==> config.mk <==
export PLATFORM = sky130hd
export DESIGN_NAME = ccsp_top
export DESIGN_NICKNAME = d
export VERILOG_FILES = /design/src/ccsp_top.v /design/src/ccsp_rate_gen.v
export VERILOG_INCLUDE_DIRS = /design/src /design/src/src
export SDC_FILE = /design/constraint.sdc
export NUM_CORES = 1
export LEC_CHECK = 0
export BUFFER_PORTS_ARGS = -buffer_cell sky130_fd_sc_hd__clkbuf_2
export CORE_MARGIN = 2
export CORE_UTILIZATION = 40
export CTS_BUF_LIST = sky130_fd_sc_hd__clkbuf_4 sky130_fd_sc_hd__clkbuf_8
export DETAILED_ROUTE_END_ITERATION = 12
export GPL_TIMING_DRIVEN = 0
export PLACE_DENSITY = 0.71
export SLEW_MARGIN = 10
export SYNTH_ARGS = -nofsm -noshare
export SYNTH_HDL_FRONTEND = slang
export SYNTH_SLANG_ARGS = --single-unit
export TNS_END_PERCENT = 50
==> constraint.sdc <==
create_clock -name ref_clk_in -period 1.9 [get_ports ref_clk_in]
set_input_delay 0.38 -clock ref_clk_in [delete_from_list [all_inputs] [get_ports ref_clk_in]]
set_output_delay 0.38 -clock ref_clk_in [all_outputs]
set_load 0.005 [all_outputs]
==> src/ccsp_regs.vh <==
// register map, field positions and constants of the clock synchronous serial port
`ifndef CCSP_REGS_VH
`define CCSP_REGS_VH

`define CCSP_ADDR_W          3
`define CCSP_ADDR_CTRL       3'h0
`define CCSP_ADDR_RATE       3'h1
`define CCSP_ADDR_SHIFT      3'h2
`define CCSP_ADDR_STATUS     3'h3
`define CCSP_ADDR_MASK       3'h4
`define CCSP_ADDR_GPIO       3'h5

`define CCSP_CTRL_POL        0
`define CCSP_CTRL_ORDER      1
`define CCSP_CTRL_INTCLK     2
`define CCSP_CTRL_IDLE       3
`define CCSP_CTRL_SRC_LO     4
`define CCSP_CTRL_SRC_HI     5
`define CCSP_CTRL_SER_EN     6
`define CCSP_CTRL_RESET      7'h00

`define CCSP_RATE_RESET      8'h00
`define CCSP_SRC_DIV1        2'h0
`define CCSP_SRC_DIV8        2'h1
`define CCSP_SRC_DIV32       2'h2
`define CCSP_PRE_DIV8_MASK   5'h07
`define CCSP_PRE_DIV32_MASK  5'h1f

`define CCSP_BIT_LAST        3'h7
`define CCSP_BIT_FIRST       3'h0

`define CCSP_STAT_DONE       0
`define CCSP_STAT_BUSY       1

`define CCSP_GPIO_CLK_VAL    0
`define CCSP_GPIO_CLK_DIR    1
`define CCSP_GPIO_DATA_VAL   2
`define CCSP_GPIO_DATA_DIR   3
`define CCSP_GPIO_CLK_PIN    4
`define CCSP_GPIO_DATA_PIN   5
`define CCSP_GPIO_RESET      4'h0

`endif

==> src/ccsp_top.v <==
// clock synchronous serial port: avalon slave, shifter, pin control
//
// Function
// - each transfer swaps one 8-bit word
// - internal clock is source over 2(n+1)
// - external clock: clock pin input, undriven
// - writing shift register starts the transfer
// - done interrupt at last sample edge
// - pins work as ports or serial pins
// - bit order select picks lsb or msb
// - polarity picks shift and sample edges
// - external clock: idle data level selectable
// - internal clock stops after eighth pulse
// - internal: hold last bit half period
// - write during hold floats data at once
// - internal clock parks at inverse of polarity bit
`timescale 1ns/1ps
`include "ccsp_regs.vh"

module ccsp_top (
    // clock and reset
    input  wire                    ref_clk_in,
    input  wire                    reset_in,
    // avalon-mm slave
    input  wire [`CCSP_ADDR_W-1:0] avs_address_in,
    input  wire                    avs_read_in,
    input  wire                    avs_write_in,
    input  wire [31:0]             avs_writedata_in,
    output wire [31:0]             avs_readdata_out,
    output wire                    avs_waitrequest_out,
    // interrupt
    output wire                    irq_out,
    // clock pin
    input  wire                    sync_clock_pin_in,
    output wire                    sync_clock_pin_out,
    output wire                    sync_clock_pin_oe_n_out,
    // data pins
    output wire                    sync_data_out_pin_out,
    output wire                    sync_data_out_pin_oe_n_out,
    input  wire                    sync_data_in_pin_in
);

    reg  [6:0]  sync_serial_control_r;
    reg  [7:0]  sync_serial_rate_divisor_r;
    reg  [7:0]  sync_serial_shift_register_r;
    reg         done_r;
    reg         mask_r;
    reg  [3:0]  gpio_r;
    reg         busy_r;
    reg  [2:0]  bit_cnt_r;
    reg         clk_r;
    reg         out_bit_r;
    reg         hold_r;
    reg         fresh_r;
    reg         pin_prev_r;
    reg         rd_ack_r;
    reg  [31:0] readdata_r;
    reg  [31:0] rd_mux;
    reg         clk_pin_mux;
    reg         clk_oe_n_mux;
    reg         data_pin_mux;
    reg         data_oe_n_mux;

    wire        half_tick;
    wire        clock_polarity_select;
    wire        bit_order_select;
    wire        internal_clock_select;
    wire        idle_output_level_select;
    wire        serial_enable;
    wire        idle_lvl;
    wire        lead_int;
    wire        trail_int;
    wire        lead_ext;
    wire        trail_ext;
    wire        lead;
    wire        trail;
    wire        last_bit;
    wire        done_ev;
    wire        shift_wr;
    wire        status_rd;
    wire        next_bit;
    wire        first_bit;
    wire [7:0]  shifted;

    assign clock_polarity_select    = sync_serial_control_r[`CCSP_CTRL_POL];
    assign bit_order_select         = sync_serial_control_r[`CCSP_CTRL_ORDER];
    assign internal_clock_select    = sync_serial_control_r[`CCSP_CTRL_INTCLK];
    assign idle_output_level_select = sync_serial_control_r[`CCSP_CTRL_IDLE];
    assign serial_enable            = sync_serial_control_r[`CCSP_CTRL_SER_EN];

    // clock rests high for polarity 0, low for polarity 1
    assign idle_lvl = ~clock_polarity_select;

    // bus side: writes never wait, reads take one wait state for registered data
    assign avs_waitrequest_out = avs_read_in & ~rd_ack_r;
    assign avs_readdata_out    = readdata_r;
    assign shift_wr  = avs_write_in && (avs_address_in == `CCSP_ADDR_SHIFT);
    assign status_rd = avs_read_in && !rd_ack_r && (avs_address_in == `CCSP_ADDR_STATUS);

    ccsp_rate_gen u_rate_gen (
        .ref_clk_in    (ref_clk_in),
        .reset_in      (reset_in),
        .run_in        (busy_r | hold_r),
        .restart_in    (shift_wr),
        .src_sel_in    (sync_serial_control_r[`CCSP_CTRL_SRC_HI:`CCSP_CTRL_SRC_LO]),
        .divisor_in    (sync_serial_rate_divisor_r),
        .half_tick_out (half_tick)
    );

    // leading edge leaves the idle level and shifts out, trailing edge samples
    assign lead_int  = busy_r & half_tick & (clk_r == idle_lvl);
    assign trail_int = busy_r & half_tick & (clk_r != idle_lvl);
    // external edges shift whenever they arrive, busy or not
    assign lead_ext  = (pin_prev_r == idle_lvl) & (sync_clock_pin_in != idle_lvl);
    assign trail_ext = (pin_prev_r != idle_lvl) & (sync_clock_pin_in == idle_lvl);
    assign lead  = serial_enable & (internal_clock_select ? lead_int : lead_ext);
    assign trail = serial_enable & (internal_clock_select ? trail_int : trail_ext);

    // counter wraps, so a ninth external clock pulse starts a new word
    assign last_bit = (bit_cnt_r == `CCSP_BIT_LAST);
    assign done_ev  = trail & last_bit;

    // bit order: 0 sends bit 0 first, 1 sends bit 7 first
    assign next_bit  = bit_order_select ? sync_serial_shift_register_r[7] :
                                          sync_serial_shift_register_r[0];
    assign first_bit = bit_order_select ? avs_writedata_in[7] : avs_writedata_in[0];
    // each bit takes a neighbour, the bit at the far end takes the data pin
    genvar gi;
    generate
        for (gi = `CCSP_BIT_FIRST; gi <= `CCSP_BIT_LAST; gi = gi + 1) begin : g_shift
            if (gi == `CCSP_BIT_FIRST) begin : g_first
                assign shifted[gi] = bit_order_select ? sync_data_in_pin_in :
                                                        sync_serial_shift_register_r[gi+1];
            end else if (gi == `CCSP_BIT_LAST) begin : g_last
                assign shifted[gi] = bit_order_select ? sync_serial_shift_register_r[gi-1] :
                                                        sync_data_in_pin_in;
            end else begin : g_mid
                assign shifted[gi] = bit_order_select ? sync_serial_shift_register_r[gi-1] :
                                                        sync_serial_shift_register_r[gi+1];
            end
        end
    endgenerate

    // configuration registers
    always @(posedge ref_clk_in or posedge reset_in) begin
        if (reset_in) begin
            sync_serial_control_r      <= `CCSP_CTRL_RESET;
            sync_serial_rate_divisor_r <= `CCSP_RATE_RESET;
            mask_r                     <= 1'b0;
            gpio_r                     <= `CCSP_GPIO_RESET;
        end else if (avs_write_in) begin
            case (avs_address_in)
                `CCSP_ADDR_CTRL: begin
                    sync_serial_control_r <= avs_writedata_in[6:0];
                end
                `CCSP_ADDR_RATE: begin
                    sync_serial_rate_divisor_r <= avs_writedata_in[7:0];
                end
                `CCSP_ADDR_MASK: begin
                    mask_r <= avs_writedata_in[`CCSP_STAT_DONE];
                end
                `CCSP_ADDR_GPIO: begin
                    gpio_r <= avs_writedata_in[3:0];
                end
                default: begin
                end
            endcase
        end
    end

    // external clock pin history for edge detection, pin is synchronous
    always @(posedge ref_clk_in or posedge reset_in) begin
        if (reset_in) begin
            pin_prev_r <= 1'b1;
        end else begin
            pin_prev_r <= sync_clock_pin_in;
        end
    end

    // shifter and transfer sequencing
    always @(posedge ref_clk_in or posedge reset_in) begin
        if (reset_in) begin
            sync_serial_shift_register_r <= 8'h00;
            busy_r                       <= 1'b0;
            bit_cnt_r                    <= `CCSP_BIT_FIRST;
            clk_r                        <= 1'b1;
            out_bit_r                    <= 1'b0;
            hold_r                       <= 1'b0;
            fresh_r                      <= 1'b0;
        end else if (shift_wr) begin
            // no buffer: a write mid-transfer restarts with the new word
            sync_serial_shift_register_r <= avs_writedata_in[7:0];
            busy_r                       <= 1'b1;
            bit_cnt_r                    <= `CCSP_BIT_FIRST;
            clk_r                        <= idle_lvl;
            out_bit_r                    <= first_bit;
            hold_r                       <= 1'b0;
            fresh_r                      <= 1'b1;
        end else begin
            if (!busy_r) begin
                clk_r <= idle_lvl;
            end else if (internal_clock_select && half_tick) begin
                clk_r <= ~clk_r;
            end
            if (lead) begin
                fresh_r <= 1'b0;
                if (bit_cnt_r != `CCSP_BIT_FIRST) begin
                    out_bit_r <= next_bit;
                end
            end
            if (hold_r && half_tick) begin
                hold_r <= 1'b0;
            end
            if (trail) begin
                sync_serial_shift_register_r <= shifted;
                bit_cnt_r                    <= bit_cnt_r + 3'h1;
                if (last_bit) begin
                    // received word stays until the next write or the next external sample edge
                    busy_r <= 1'b0;
                    hold_r <= internal_clock_select;
                end
            end
        end
    end

    // sticky done flag: a set in the clearing read cycle wins
    always @(posedge ref_clk_in or posedge reset_in) begin
        if (reset_in) begin
            done_r <= 1'b0;
        end else if (done_ev) begin
            done_r <= 1'b1;
        end else if (status_rd) begin
            // read clears, so software sees each event once
            done_r <= 1'b0;
        end
    end

    assign irq_out = done_r & mask_r;

    // read mux and registered read data
    always @* begin
        rd_mux = 32'h0000_0000;
        case (avs_address_in)
            `CCSP_ADDR_CTRL:   rd_mux[6:0] = sync_serial_control_r;
            `CCSP_ADDR_RATE:   rd_mux[7:0] = sync_serial_rate_divisor_r;
            `CCSP_ADDR_SHIFT:  rd_mux[7:0] = sync_serial_shift_register_r;
            `CCSP_ADDR_STATUS: begin
                rd_mux[`CCSP_STAT_DONE] = done_r;
                rd_mux[`CCSP_STAT_BUSY] = busy_r;
            end
            `CCSP_ADDR_MASK:   rd_mux[`CCSP_STAT_DONE] = mask_r;
            `CCSP_ADDR_GPIO: begin
                rd_mux[3:0]                 = gpio_r;
                rd_mux[`CCSP_GPIO_CLK_PIN]  = sync_clock_pin_in;
                rd_mux[`CCSP_GPIO_DATA_PIN] = sync_data_in_pin_in;
            end
            default:           rd_mux = 32'h0000_0000;
        endcase
    end

    // one wait state buys read data straight from a flop
    always @(posedge ref_clk_in or posedge reset_in) begin
        if (reset_in) begin
            rd_ack_r   <= 1'b0;
            readdata_r <= 32'h0000_0000;
        end else begin
            rd_ack_r <= avs_read_in & ~rd_ack_r;
            if (avs_read_in && !rd_ack_r) begin
                readdata_r <= rd_mux;
            end
        end
    end

    // pin functions: general port when serial is off, else clock in or out
    always @* begin
        clk_pin_mux   = gpio_r[`CCSP_GPIO_CLK_VAL];
        clk_oe_n_mux  = ~gpio_r[`CCSP_GPIO_CLK_DIR];
        data_pin_mux  = gpio_r[`CCSP_GPIO_DATA_VAL];
        data_oe_n_mux = ~gpio_r[`CCSP_GPIO_DATA_DIR];
        if (serial_enable) begin
            if (internal_clock_select) begin
                // clock parks at its idle level outside a transfer
                clk_pin_mux   = busy_r ? clk_r : idle_lvl;
                clk_oe_n_mux  = 1'b0;
                data_pin_mux  = out_bit_r;
                // data floats between transfers, after the hold
                data_oe_n_mux = ~((busy_r & ~fresh_r) | hold_r);
            end else begin
                // clock pin is an input, data rests at the chosen level
                clk_pin_mux   = 1'b0;
                clk_oe_n_mux  = 1'b1;
                data_pin_mux  = busy_r ? out_bit_r : idle_output_level_select;
                data_oe_n_mux = 1'b0;
            end
        end
    end

    assign sync_clock_pin_out         = clk_pin_mux;
    assign sync_clock_pin_oe_n_out    = clk_oe_n_mux;
    assign sync_data_out_pin_out      = data_pin_mux;
    assign sync_data_out_pin_oe_n_out = data_oe_n_mux;

endmodule

==> src/ccsp_rate_gen.v <==
// prescaler and divisor counter producing transfer clock half-period ticks
`timescale 1ns/1ps
`include "ccsp_regs.vh"

module ccsp_rate_gen (
    // clock and reset
    input  wire       ref_clk_in,
    input  wire       reset_in,
    // control
    input  wire       run_in,
    input  wire       restart_in,
    input  wire [1:0] src_sel_in,
    input  wire [7:0] divisor_in,
    // tick
    output reg        half_tick_out
);

    reg  [4:0] pre_r;
    reg  [7:0] div_cnt_r;
    reg        src_tick;

    always @* begin
        case (src_sel_in)
            `CCSP_SRC_DIV1: src_tick = 1'b1;
            `CCSP_SRC_DIV8: src_tick = ((pre_r & `CCSP_PRE_DIV8_MASK) == `CCSP_PRE_DIV8_MASK);
            default:        src_tick = (pre_r == `CCSP_PRE_DIV32_MASK);
        endcase
    end

    // free running prescaler, so a selected source keeps its own phase
    always @(posedge ref_clk_in or posedge reset_in) begin
        if (reset_in) begin
            pre_r <= 5'h00;
        end else begin
            pre_r <= pre_r + 5'h01;
        end
    end

    // half period is n+1 source ticks, full period 2(n+1)
    always @(posedge ref_clk_in or posedge reset_in) begin
        if (reset_in) begin
            div_cnt_r     <= 8'h00;
            half_tick_out <= 1'b0;
        end else if (restart_in || !run_in) begin
            div_cnt_r     <= 8'h00;
            half_tick_out <= 1'b0;
        end else if (src_tick) begin
            if (div_cnt_r == divisor_in) begin
                div_cnt_r     <= 8'h00;
                half_tick_out <= 1'b1;
            end else begin
                div_cnt_r     <= div_cnt_r + 8'h01;
                half_tick_out <= 1'b0;
            end
        end else begin
            half_tick_out <= 1'b0;
        end
    end

endmodule

# == After elaboration in Yosys (flattened, before gate mapping) ==
# Cells that the tools add are included.
# word_totals
register_bits,61
in_bits,41
wordCells,136
# classes
addsub,3
n_eq_ne,17
muxes,55
bitwise_logic,20
reduce_logical,23
# op_table
op,n
$mux W1,42
$mux W8,5
$pmux W4 S4,1
$eq A3 B3 Y1 const B,4
$reduce_and A2 Y1,6
$reduce_bool A2 Y1,6
$and A1 B1 Y1,11
$add A8 B1 Y8 const B,1
$eq A8 B8 Y1,1
$not A1 Y1,7
$eq A3 B2 Y1 const B,2
$mux W3,2
$pmux W1 S6,1
$add A5 B1 Y5 const B,1
$eq A5 B5 Y1 const B,1
$logic_and A1 B1 Y1,5
$pmux W1 S5,1
$pmux W1 S2,2
$add A3 B1 Y3 const B,1
$eq A1 B1 Y1,3
$eq A3 B1 Y1 const B,1
$logic_not A3 Y1,1
$ne A1 B1 Y1,3
$ne A3 B1 Y1 const B,1
other kinds (7),9

# == Longest topological paths before layout ==
# Gate-level depths: netlist (run 1).
# depth
ltp_word,7
ltp_mapped,7
mapped_depth_nobuf,7

# == Modules after synthesis ==
# A second synthesis (run 1) with hierarchy kept.
# hier_totals
hier_cells,340
hier_area_um2,3613.5
# modules_own_cells
mod,n_inst,cells_per_inst,area_per_inst_um2
ccsp_top,1,268,2836.5
ccsp_rate_gen,1,72,777.0

# == Worst setup path after synthesis (run 1) ==
# No wires, ideal clock.
# synth_path
path_kind,register -> register
start,register u_rate_gen.pre_r[0]
end,register u_rate_gen.div_cnt_r[5]
setup_ns,0.087
arrival_time_ns,1.726
t_required_ns,1.813
slack_ns,0.088
path_stages_with_launch,7
n_path_buf,0
synth_period_minus_slack_ns,1.812
cell_sequence,dfrtp_1 ha_1 ha_1 nor3b_1 o221a_2 nand2_1 o211ai_1
# synth_via
elab_chain_cells,3
# synth_lines
item,line_no,source
from (decl),ccsp_rate_gen.v:18,reg [4:0] pre_r;
from (signal assigned),ccsp_rate_gen.v:35,pre_r <= pre_r + 5'h01;
$eq A5 B5 Y1 (no source line) / $eq A3 B3 Y1 (equally long branches),n/a,
$pmux W1 S2 *,ccsp_rate_gen.v:23,case (src_sel_in)
$reduce_bool A2 Y1 (no source line) *,n/a,
to (signal assigned),ccsp_rate_gen.v:52,div_cnt_r <= div_cnt_r + 8'h01;
to (decl),ccsp_rate_gen.v:19,reg [7:0] div_cnt_r;
# Mark *: on every way between the ends. The rest lies on a longest branch, timed or not.
# A chain may end at the register's enable or synchronous reset.

# == Worst setup path after layout (run 1) ==
# layout_path
start,register busy_r
end,output sync_data_out_pin_out
# layout_via
elab_chain_cells,3
# layout_lines
item,line_no,source
from (decl),ccsp_top.v:49,reg busy_r;
from (signal assigned),ccsp_top.v:184,busy_r <= 1'b0;
from (signal assigned),ccsp_top.v:193,busy_r <= 1'b1;
from (signal assigned),ccsp_top.v:219,busy_r <= 1'b0;
$mux W1,ccsp_top.v:292,data_pin_mux = busy_r ? out_bit_r : idle_output_level_select;
$mux W1,ccsp_top.v:281,if (internal_clock_select) begin
$mux W1,ccsp_top.v:280,if (serial_enable) begin
to (decl),ccsp_top.v:38,"output wire sync_data_out_pin_out,"
# Every way passes these cells.

==> flow_summary.yaml, run 1 <==
logic_synthesis:
  ys.flop_type: "dfrtp_1"
  synth_area_per_cell_um2: 10.02
  yosys-top-cells-count: "dfrtp_1, nand2_1, mux2_2"
  synth_top_area_share_pct: 40.80
  synth_area_um2: 3618
  async_reset_ff_share_pct: 100.0
  yosys_warnings: 0
  yosys.area_share.xor_xnor_pct: 2.663
  yosys.area_share.adder_pct: 2.420
  synth_cell_types: 52
  synth_area_leader_cell: "dfrtp_1"
  ys_seq_area_share_pct: 42.25
  yosys.area_share.simple_pct: 15.39
  yosysMostFrequentCell: "dfrtp_1"
  synthCells: 361
  synth-compound-area-share_pct: 14.76
  synth_mux_area_share_pct: 13.17
  synth.area.top_cells: "dfrtp_1, mux2_2, buf_4"
  synth.ff_latch_count: 61
  synth_top_family_by_area: "simple AND/OR/NAND/NOR gates"
  synth_edf_count: 0
placed_design:
  hpwl_mm: 6.580
  portBuffers: 28
  gp_congestion: 0.8726
grt:
  grt_usage_pct: 19.24
  overflow: 0
  grt_pass1_wl_mm: 14.49
  first_global_vias: 2772
  grt_max_degree: 62
  antenna_found_initial: 0
worst_setup_path:
  cp_max_fo: 8
  startpoint: "busy_r"
  cp.buffers_inverters: 2
  crit_arrival_ps: 1450
  crit_type: "register to primary output"
  max_stage_delay_ps: 410
  critPathRequiredTime_ps: 1520
  cp_cell_sequence: "buf_6 > nor2_2 > mux2i_1 > a21oi_1 > clkbuf_2"
  crit_path_start_kind: "register"
  reg2reg_to: "u_rate_gen.div_cnt_r[7]"
  critical-path-top-delay-family: "flip-flops"
  worstSetupPathDepth: 5
  critPathCaptureType: "primary output"
  timing.rr.start: "u_rate_gen.pre_r[0]"
  ff2ff_setup_slack_ps: 90
  rr_worst_depth: 7
  cp_slowest_cell: "dfrtp_1"
clocking:
  tritoncts: "yes"
  cts_sinks: 61
  clock_path_buffers: 2
  clk_latency_ps: 350
  cts_max_level: 3
  clkTransAtPathRegs_ps: 60
  cts_made_buffers: 9
  root_buffer: "clkbuf_8"
  holdBufCountCts: 0
drt:
  wl_per_cell_um: 16.81
  ant_nets: 0
  via_per_inst: 5.420
  drc: 0
  vias: 2927
  routed_wl_mm: 9.080
  drt_pass1_iterations: 4
  drtIter0Drc: 215
sta:
  period_needed_ps: 1829
  fin_crit_sh_pct: 96.29
  skew_ps: 6.451
  worstMarginPinSlew_ps: 1009
  setup_violations: 0
  rsz0062_at_grt: "true"
  slew_violations: 0
  hold_viol: 0
  relSlewSlack_pct: 32.55
  max_clock_freq_mhz: 546.6
  tns_ps: 0
die:
  core_area_um2: 8763
  num_rows: 34
  boundaryPins: 79
  die_y_um: 99.11
  die_w_um: 99.11
  start_util_pct: 41.29
  die_area_um2: 9823
cells_and_area:
  n_fill_cell: 833
  syn2layout_area_growth_pct: 17.74
  diodes: 0
  drive_gt1_share_pct: 33.10
  nets: 475
power:
  seqPwrFrac_pct: 42.4
  power.density_nw_per_um2: 1111
  swShare_pct: 35.69
  p_comb_share_pct: 34.5
  finalPower_w: 0.004734
  p_clk_share_pct: 23.1
  p_int_w: 0.003044
  p_leak_nw: 1.903
  ir_drop_uv: 615.2
  power.switching_w: 0.001690
run:
  maxCapViolCount: 0
run_status:
  status: "completed"
worst_hold_path:
  hold_path.class: "primary input to asynchronous set/reset pin"
-- sequential cells by signal (all words and copies together), names as in the netlist --
| signal | flops |
|---|---|
| sync_serial_rate_divisor_r | 8 |
| avs_readdata_out | 8 |
| u_rate_gen.pre_r | 5 |
| mask_r | 1 |
| rd_ack_r | 1 |
| sync_serial_shift_register_r | 8 |
| done_r | 1 |
| out_bit_r | 1 |
| fresh_r | 1 |
| u_rate_gen.half_tick_out | 1 |
| hold_r | 1 |
| clk_r | 1 |
| pin_prev_r | 1 |
| bit_cnt_r | 3 |
| gpio_r | 4 |
| u_rate_gen.div_cnt_r | 8 |
| sync_serial_control_r | 7 |
| busy_r | 1 |
-- cell families (layout without fill, tap and decap cells) --
logic type      count (synthesis)  count (layout)
mux                            42              42
flops                          61              61
fa+ha+maj                       7               7
simple gates                  107             107
compound gates                 74              74
buf+inv                        58             106
other cells                     1              24
xor+xnor                       11              11
-- through the flow --
stage          hold slack (ps)  setup WS (ps)  cells  util, %  cell area, um^2
6_report                 157.8          70.52    540    48.62             4260
5_1_grt                  191.0         0.1138    540    48.62             4260
4_1_cts                  182.2         0.1794    537    47.76             4185
3_5_place_dp             446.7         -238.2    520    45.45             3983
3_3_place_gp             434.7         -761.8    520    45.42             3980
2_1_floorplan            384.5          10.27    384        -             3705
-- power by group through the flow --
stage,clock [W],combinational [W],sequential (W)
finish,0.00109,0.00163,0.00201
global route,0.00117,0.00183,0.00204
CTS,0.00111,0.00159,0.00199
detailed placement,0,0.00155,0.00202
global placement,0,0.00151,0.00199
floorplan,0,0.00120,0.00189
-- layout by cell type (no fill, tap or decap), drive strengths merged, types with 7 or more instances in the layout --
master and instances:
buf 39, nor3 12, o211ai 8, dfrtp 59, nor2 21, ha 7
nand3 9, inv 13, mux2 35, nand2 37, clkbuf 54, o21ai 11
xnor2 11, a21oi 14, o31ai 14, conb 24
-- metal layers --
metal | vias to the layer above | share of wire (%) | routed length (um) | track usage (%)
met1 | 1419 | 45 | 4103 | 26.28
met2 | 108 | 46 | 4161 | 29.00
met4 | 0 | 2.5 | 229 | 7.482
li1 | 1384 | - | - | -
met3 | 16 | 6.4 | 585 | 5.622
met5 | - | 0 | 0 | 0
-- worst register-to-register path, stage by stage (launching register included) --
cell	delay (ps)
dfrtp_1	370
ha_2	190
and3_4	200
ha_4	140
nor2b_4	50
nor4_4	240
or3b_4	410
o211ai_2	130
-- area by class of cell --
class / count / area [um^2] / share of cell area, %
Buffer: 45 / 299.0 / 7.019
Clock buffer: 16 / 182.7 / 4.288
Inverter: 13 / 51.30 / 1.204
Multi-Input combinational cell: 265 / 1893 / 44.43
Sequential cell: 61 / 1529 / 35.89
Tap cell: 108 / 135.1 / 3.172
Timing Repair Buffer: 32 / 170.2 / 3.994
-- worst max-delay path by stage --
stage,end,slack (ps)
finish,sync_data_out_pin_out,70
global placement,u_rate_gen.pre_r[0],-760
detailed placement,out_bit_r,-240
floorplan,avs_readdata_out[0],10
global route,sync_clock_pin_out,0.1
CTS,sync_data_out_pin_out,0.2
-- what timing repair did --
action	in CTS	in global routing
buffers inserted	1	3
resized for setup	5	16
setup endpoints to repair	12	16
hold endpoints to repair	0	0
pin swaps	2	4
Power figures use the tool's default switching activity.
==> inputs of run 2 (changes only) <==
--- a/config.mk
+++ b/config.mk
@@ -7,9 +7,9 @@
 export NUM_CORES = 1
 export LEC_CHECK = 0
 export BUFFER_PORTS_ARGS = -buffer_cell sky130_fd_sc_hd__clkbuf_2
+export CAP_MARGIN = 30
 export CORE_MARGIN = 2
 export CORE_UTILIZATION = 40
-export CTS_BUF_LIST = sky130_fd_sc_hd__clkbuf_4 sky130_fd_sc_hd__clkbuf_8
 export DETAILED_ROUTE_END_ITERATION = 12
 export GPL_TIMING_DRIVEN = 0
 export PLACE_DENSITY = 0.71
==> flow_summary.yaml, run 2 (same netlist as run 1, synthesis figures left out) <==
clocking:
  clkTransAtPathRegs_ps: 60
  clock_path_buffers: 2
  clk_latency_ps: 350
  cts_max_level: 3
  root_buffer: "clkbuf_8"
  tritoncts: "yes"
  cts_made_buffers: 9
  cts_sinks: 61
die:
  die_y_um: 99.11
  die_area_um2: 9823
  boundaryPins: 79
  core_area_um2: 8763
  die_w_um: 99.11
  num_rows: 34
  start_util_pct: 41.29
worst_setup_path:
  critPathCaptureType: "primary output"
  rr_worst_depth: 7
  cp_cell_sequence: "buf_6 > nor2_1 > mux2i_1 > a21oi_1 > clkbuf_2"
  critPathRequiredTime_ps: 1520
  cp_slowest_cell: "dfrtp_1"
  crit_arrival_ps: 1500
  max_stage_delay_ps: 420
  crit_path_start_kind: "register"
  cp_max_fo: 10
  crit_type: "register to primary output"
sta:
  skew_ps: 5.192
  hold_viol: 0
  relSlewSlack_pct: 32.34
  rsz0062_at_grt: "true"
  fin_crit_sh_pct: 98.83
  max_clock_freq_mhz: 532.5
  worstMarginPinSlew_ps: 1012
  slew_violations: 0
  period_needed_ps: 1878
  setup_violations: 0
run:
  maxCapViolCount: 0
placed_design:
  place_inst: 520
  hpwl_mm: 6.580
  placed_cell_area_um2: 3983
  gp_congestion: 0.8726
  portBuffers: 28
cells_and_area:
  final_common_cell: "dfrtp_1"
  n_fill_cell: 839
  multi_input_comb_area_um2: 1891
  post-route-util_pct: 48.16
  syn2layout_area_growth_pct: 16.63
  stdcell_count: 538
  drive_gt1_share_pct: 31.16
  diodes: 0
  mostFrequentLayoutCells: "dfrtp_1, nand2_1, mux2_2, clkbuf_2, buf_4"
  fin_area_um2: 4220
  nets: 473
  regArea_um2: 1529
grt:
  grt_usage_pct: 19.29
  overflow: 0
  grt_max_degree: 62
  grt_pass1_wl_mm: 14.57
  first_global_vias: 2753
  antenna_found_initial: 0
drt:
  via_per_inst: 5.515
  routed_wl_mm: 9.041
  drt_pass1_iterations: 5
  drtIter0Drc: 230
  ant_nets: 0
  drc: 0
  vias: 2967
  wl_per_cell_um: 16.80
power:
  p_leak_nw: 1.875
  power.switching_w: 0.001690
  p_comb_share_pct: 34.8
  p_int_w: 0.002943
  swShare_pct: 36.47
  ir_drop_uv: 610.3
  power.density_nw_per_um2: 1098
  seqPwrFrac_pct: 43.4
  p_clk_share_pct: 21.8
run_status:
  status: "completed"
worst_hold_path:
  hold_path.class: "primary input to asynchronous set/reset pin"
run 2: final timing paths:
path | from | endpoint | slack (ps)
setup / recovery | busy_r | sync_data_out_pin_out | 20
hold / removal | reset_in | sync_serial_control_r[0] | 150
setup reg to reg | u_rate_gen.pre_r[0] | u_rate_gen.div_cnt_r[7] | 100
hold reg to reg | avs_readdata_out[7] | avs_readdata_out[7] | 500
max in group asynchronous | reset_in | u_rate_gen.pre_r[4] | 1240
min in group ref_clk_in | sync_clock_pin_in | pin_prev_r | 200
run 2: power by group through the flow:
stage               clock, W  sequential (W)  combinational, W
global route         0.00109         0.00204           0.00181
finish               0.00101         0.00201           0.00161
CTS                  0.00104         0.00199           0.00159
floorplan                  0         0.00189           0.00120
global placement           0         0.00199           0.00151
detailed placement         0         0.00202           0.00155
run 2: critical path: cells and delay by family, from the launching register on:
family	cells	cell delay [ps]
AO/OA/AOI/OAI	1	110
buffers and inverters	2	290
flip-flops	1	420
multiplexers	1	210
AND/OR/NAND/NOR	1	120
run 2: timing repair:
| item | in CTS | in global routing |
|---|---|---|
| pin swaps | 2 | 3 |
| setup buffers | 1 | 1 |
| gates resized for setup | 6 | 15 |
| hold buffers | 0 | 0 |
| setup endpoints to repair | 13 | 15 |
run 2: cell type report:
| class | count | share of cell area, % |
|---|---|---|
| Sequential cell | 61 | 36.23 |
| Inverter | 13 | 1.216 |
| Multi-Input combinational cell | 265 | 44.80 |
| Clock buffer | 16 | 3.795 |
| Tap cell | 108 | 3.202 |
| Timing Repair Buffer | 30 | 3.676 |
| Buffer | 45 | 7.086 |
run 2: per-stage QoR:
step | hold WS [ps] | worst slack [ps] | setup TNS (ps) | power (W)
6_report | 147.4 | 22.24 | 0 | 0.004633
5_1_grt | 191.4 | -33.77 | -43.71 | 0.004945
4_1_cts | 180.2 | 16.93 | 0 | 0.004620
3_5_place_dp | 446.7 | -238.2 | -2798 | 0.003568
3_3_place_gp | 434.7 | -761.8 | -47250 | 0.003506
2_1_floorplan | 384.5 | 10.27 | 0 | 0.003085
run 2: layer usage:
layer | track usage, % | wire length (um) | up-vias | share of wire [%]
li1 | - | - | 1383 | -
met1 | 26.37 | 3951 | 1435 | 44
met2 | 28.69 | 4106 | 132 | 45
met3 | 5.903 | 733 | 17 | 8.1
met4 | 7.798 | 249 | 0 | 2.8
met5 | 0 | 0 | - | 0
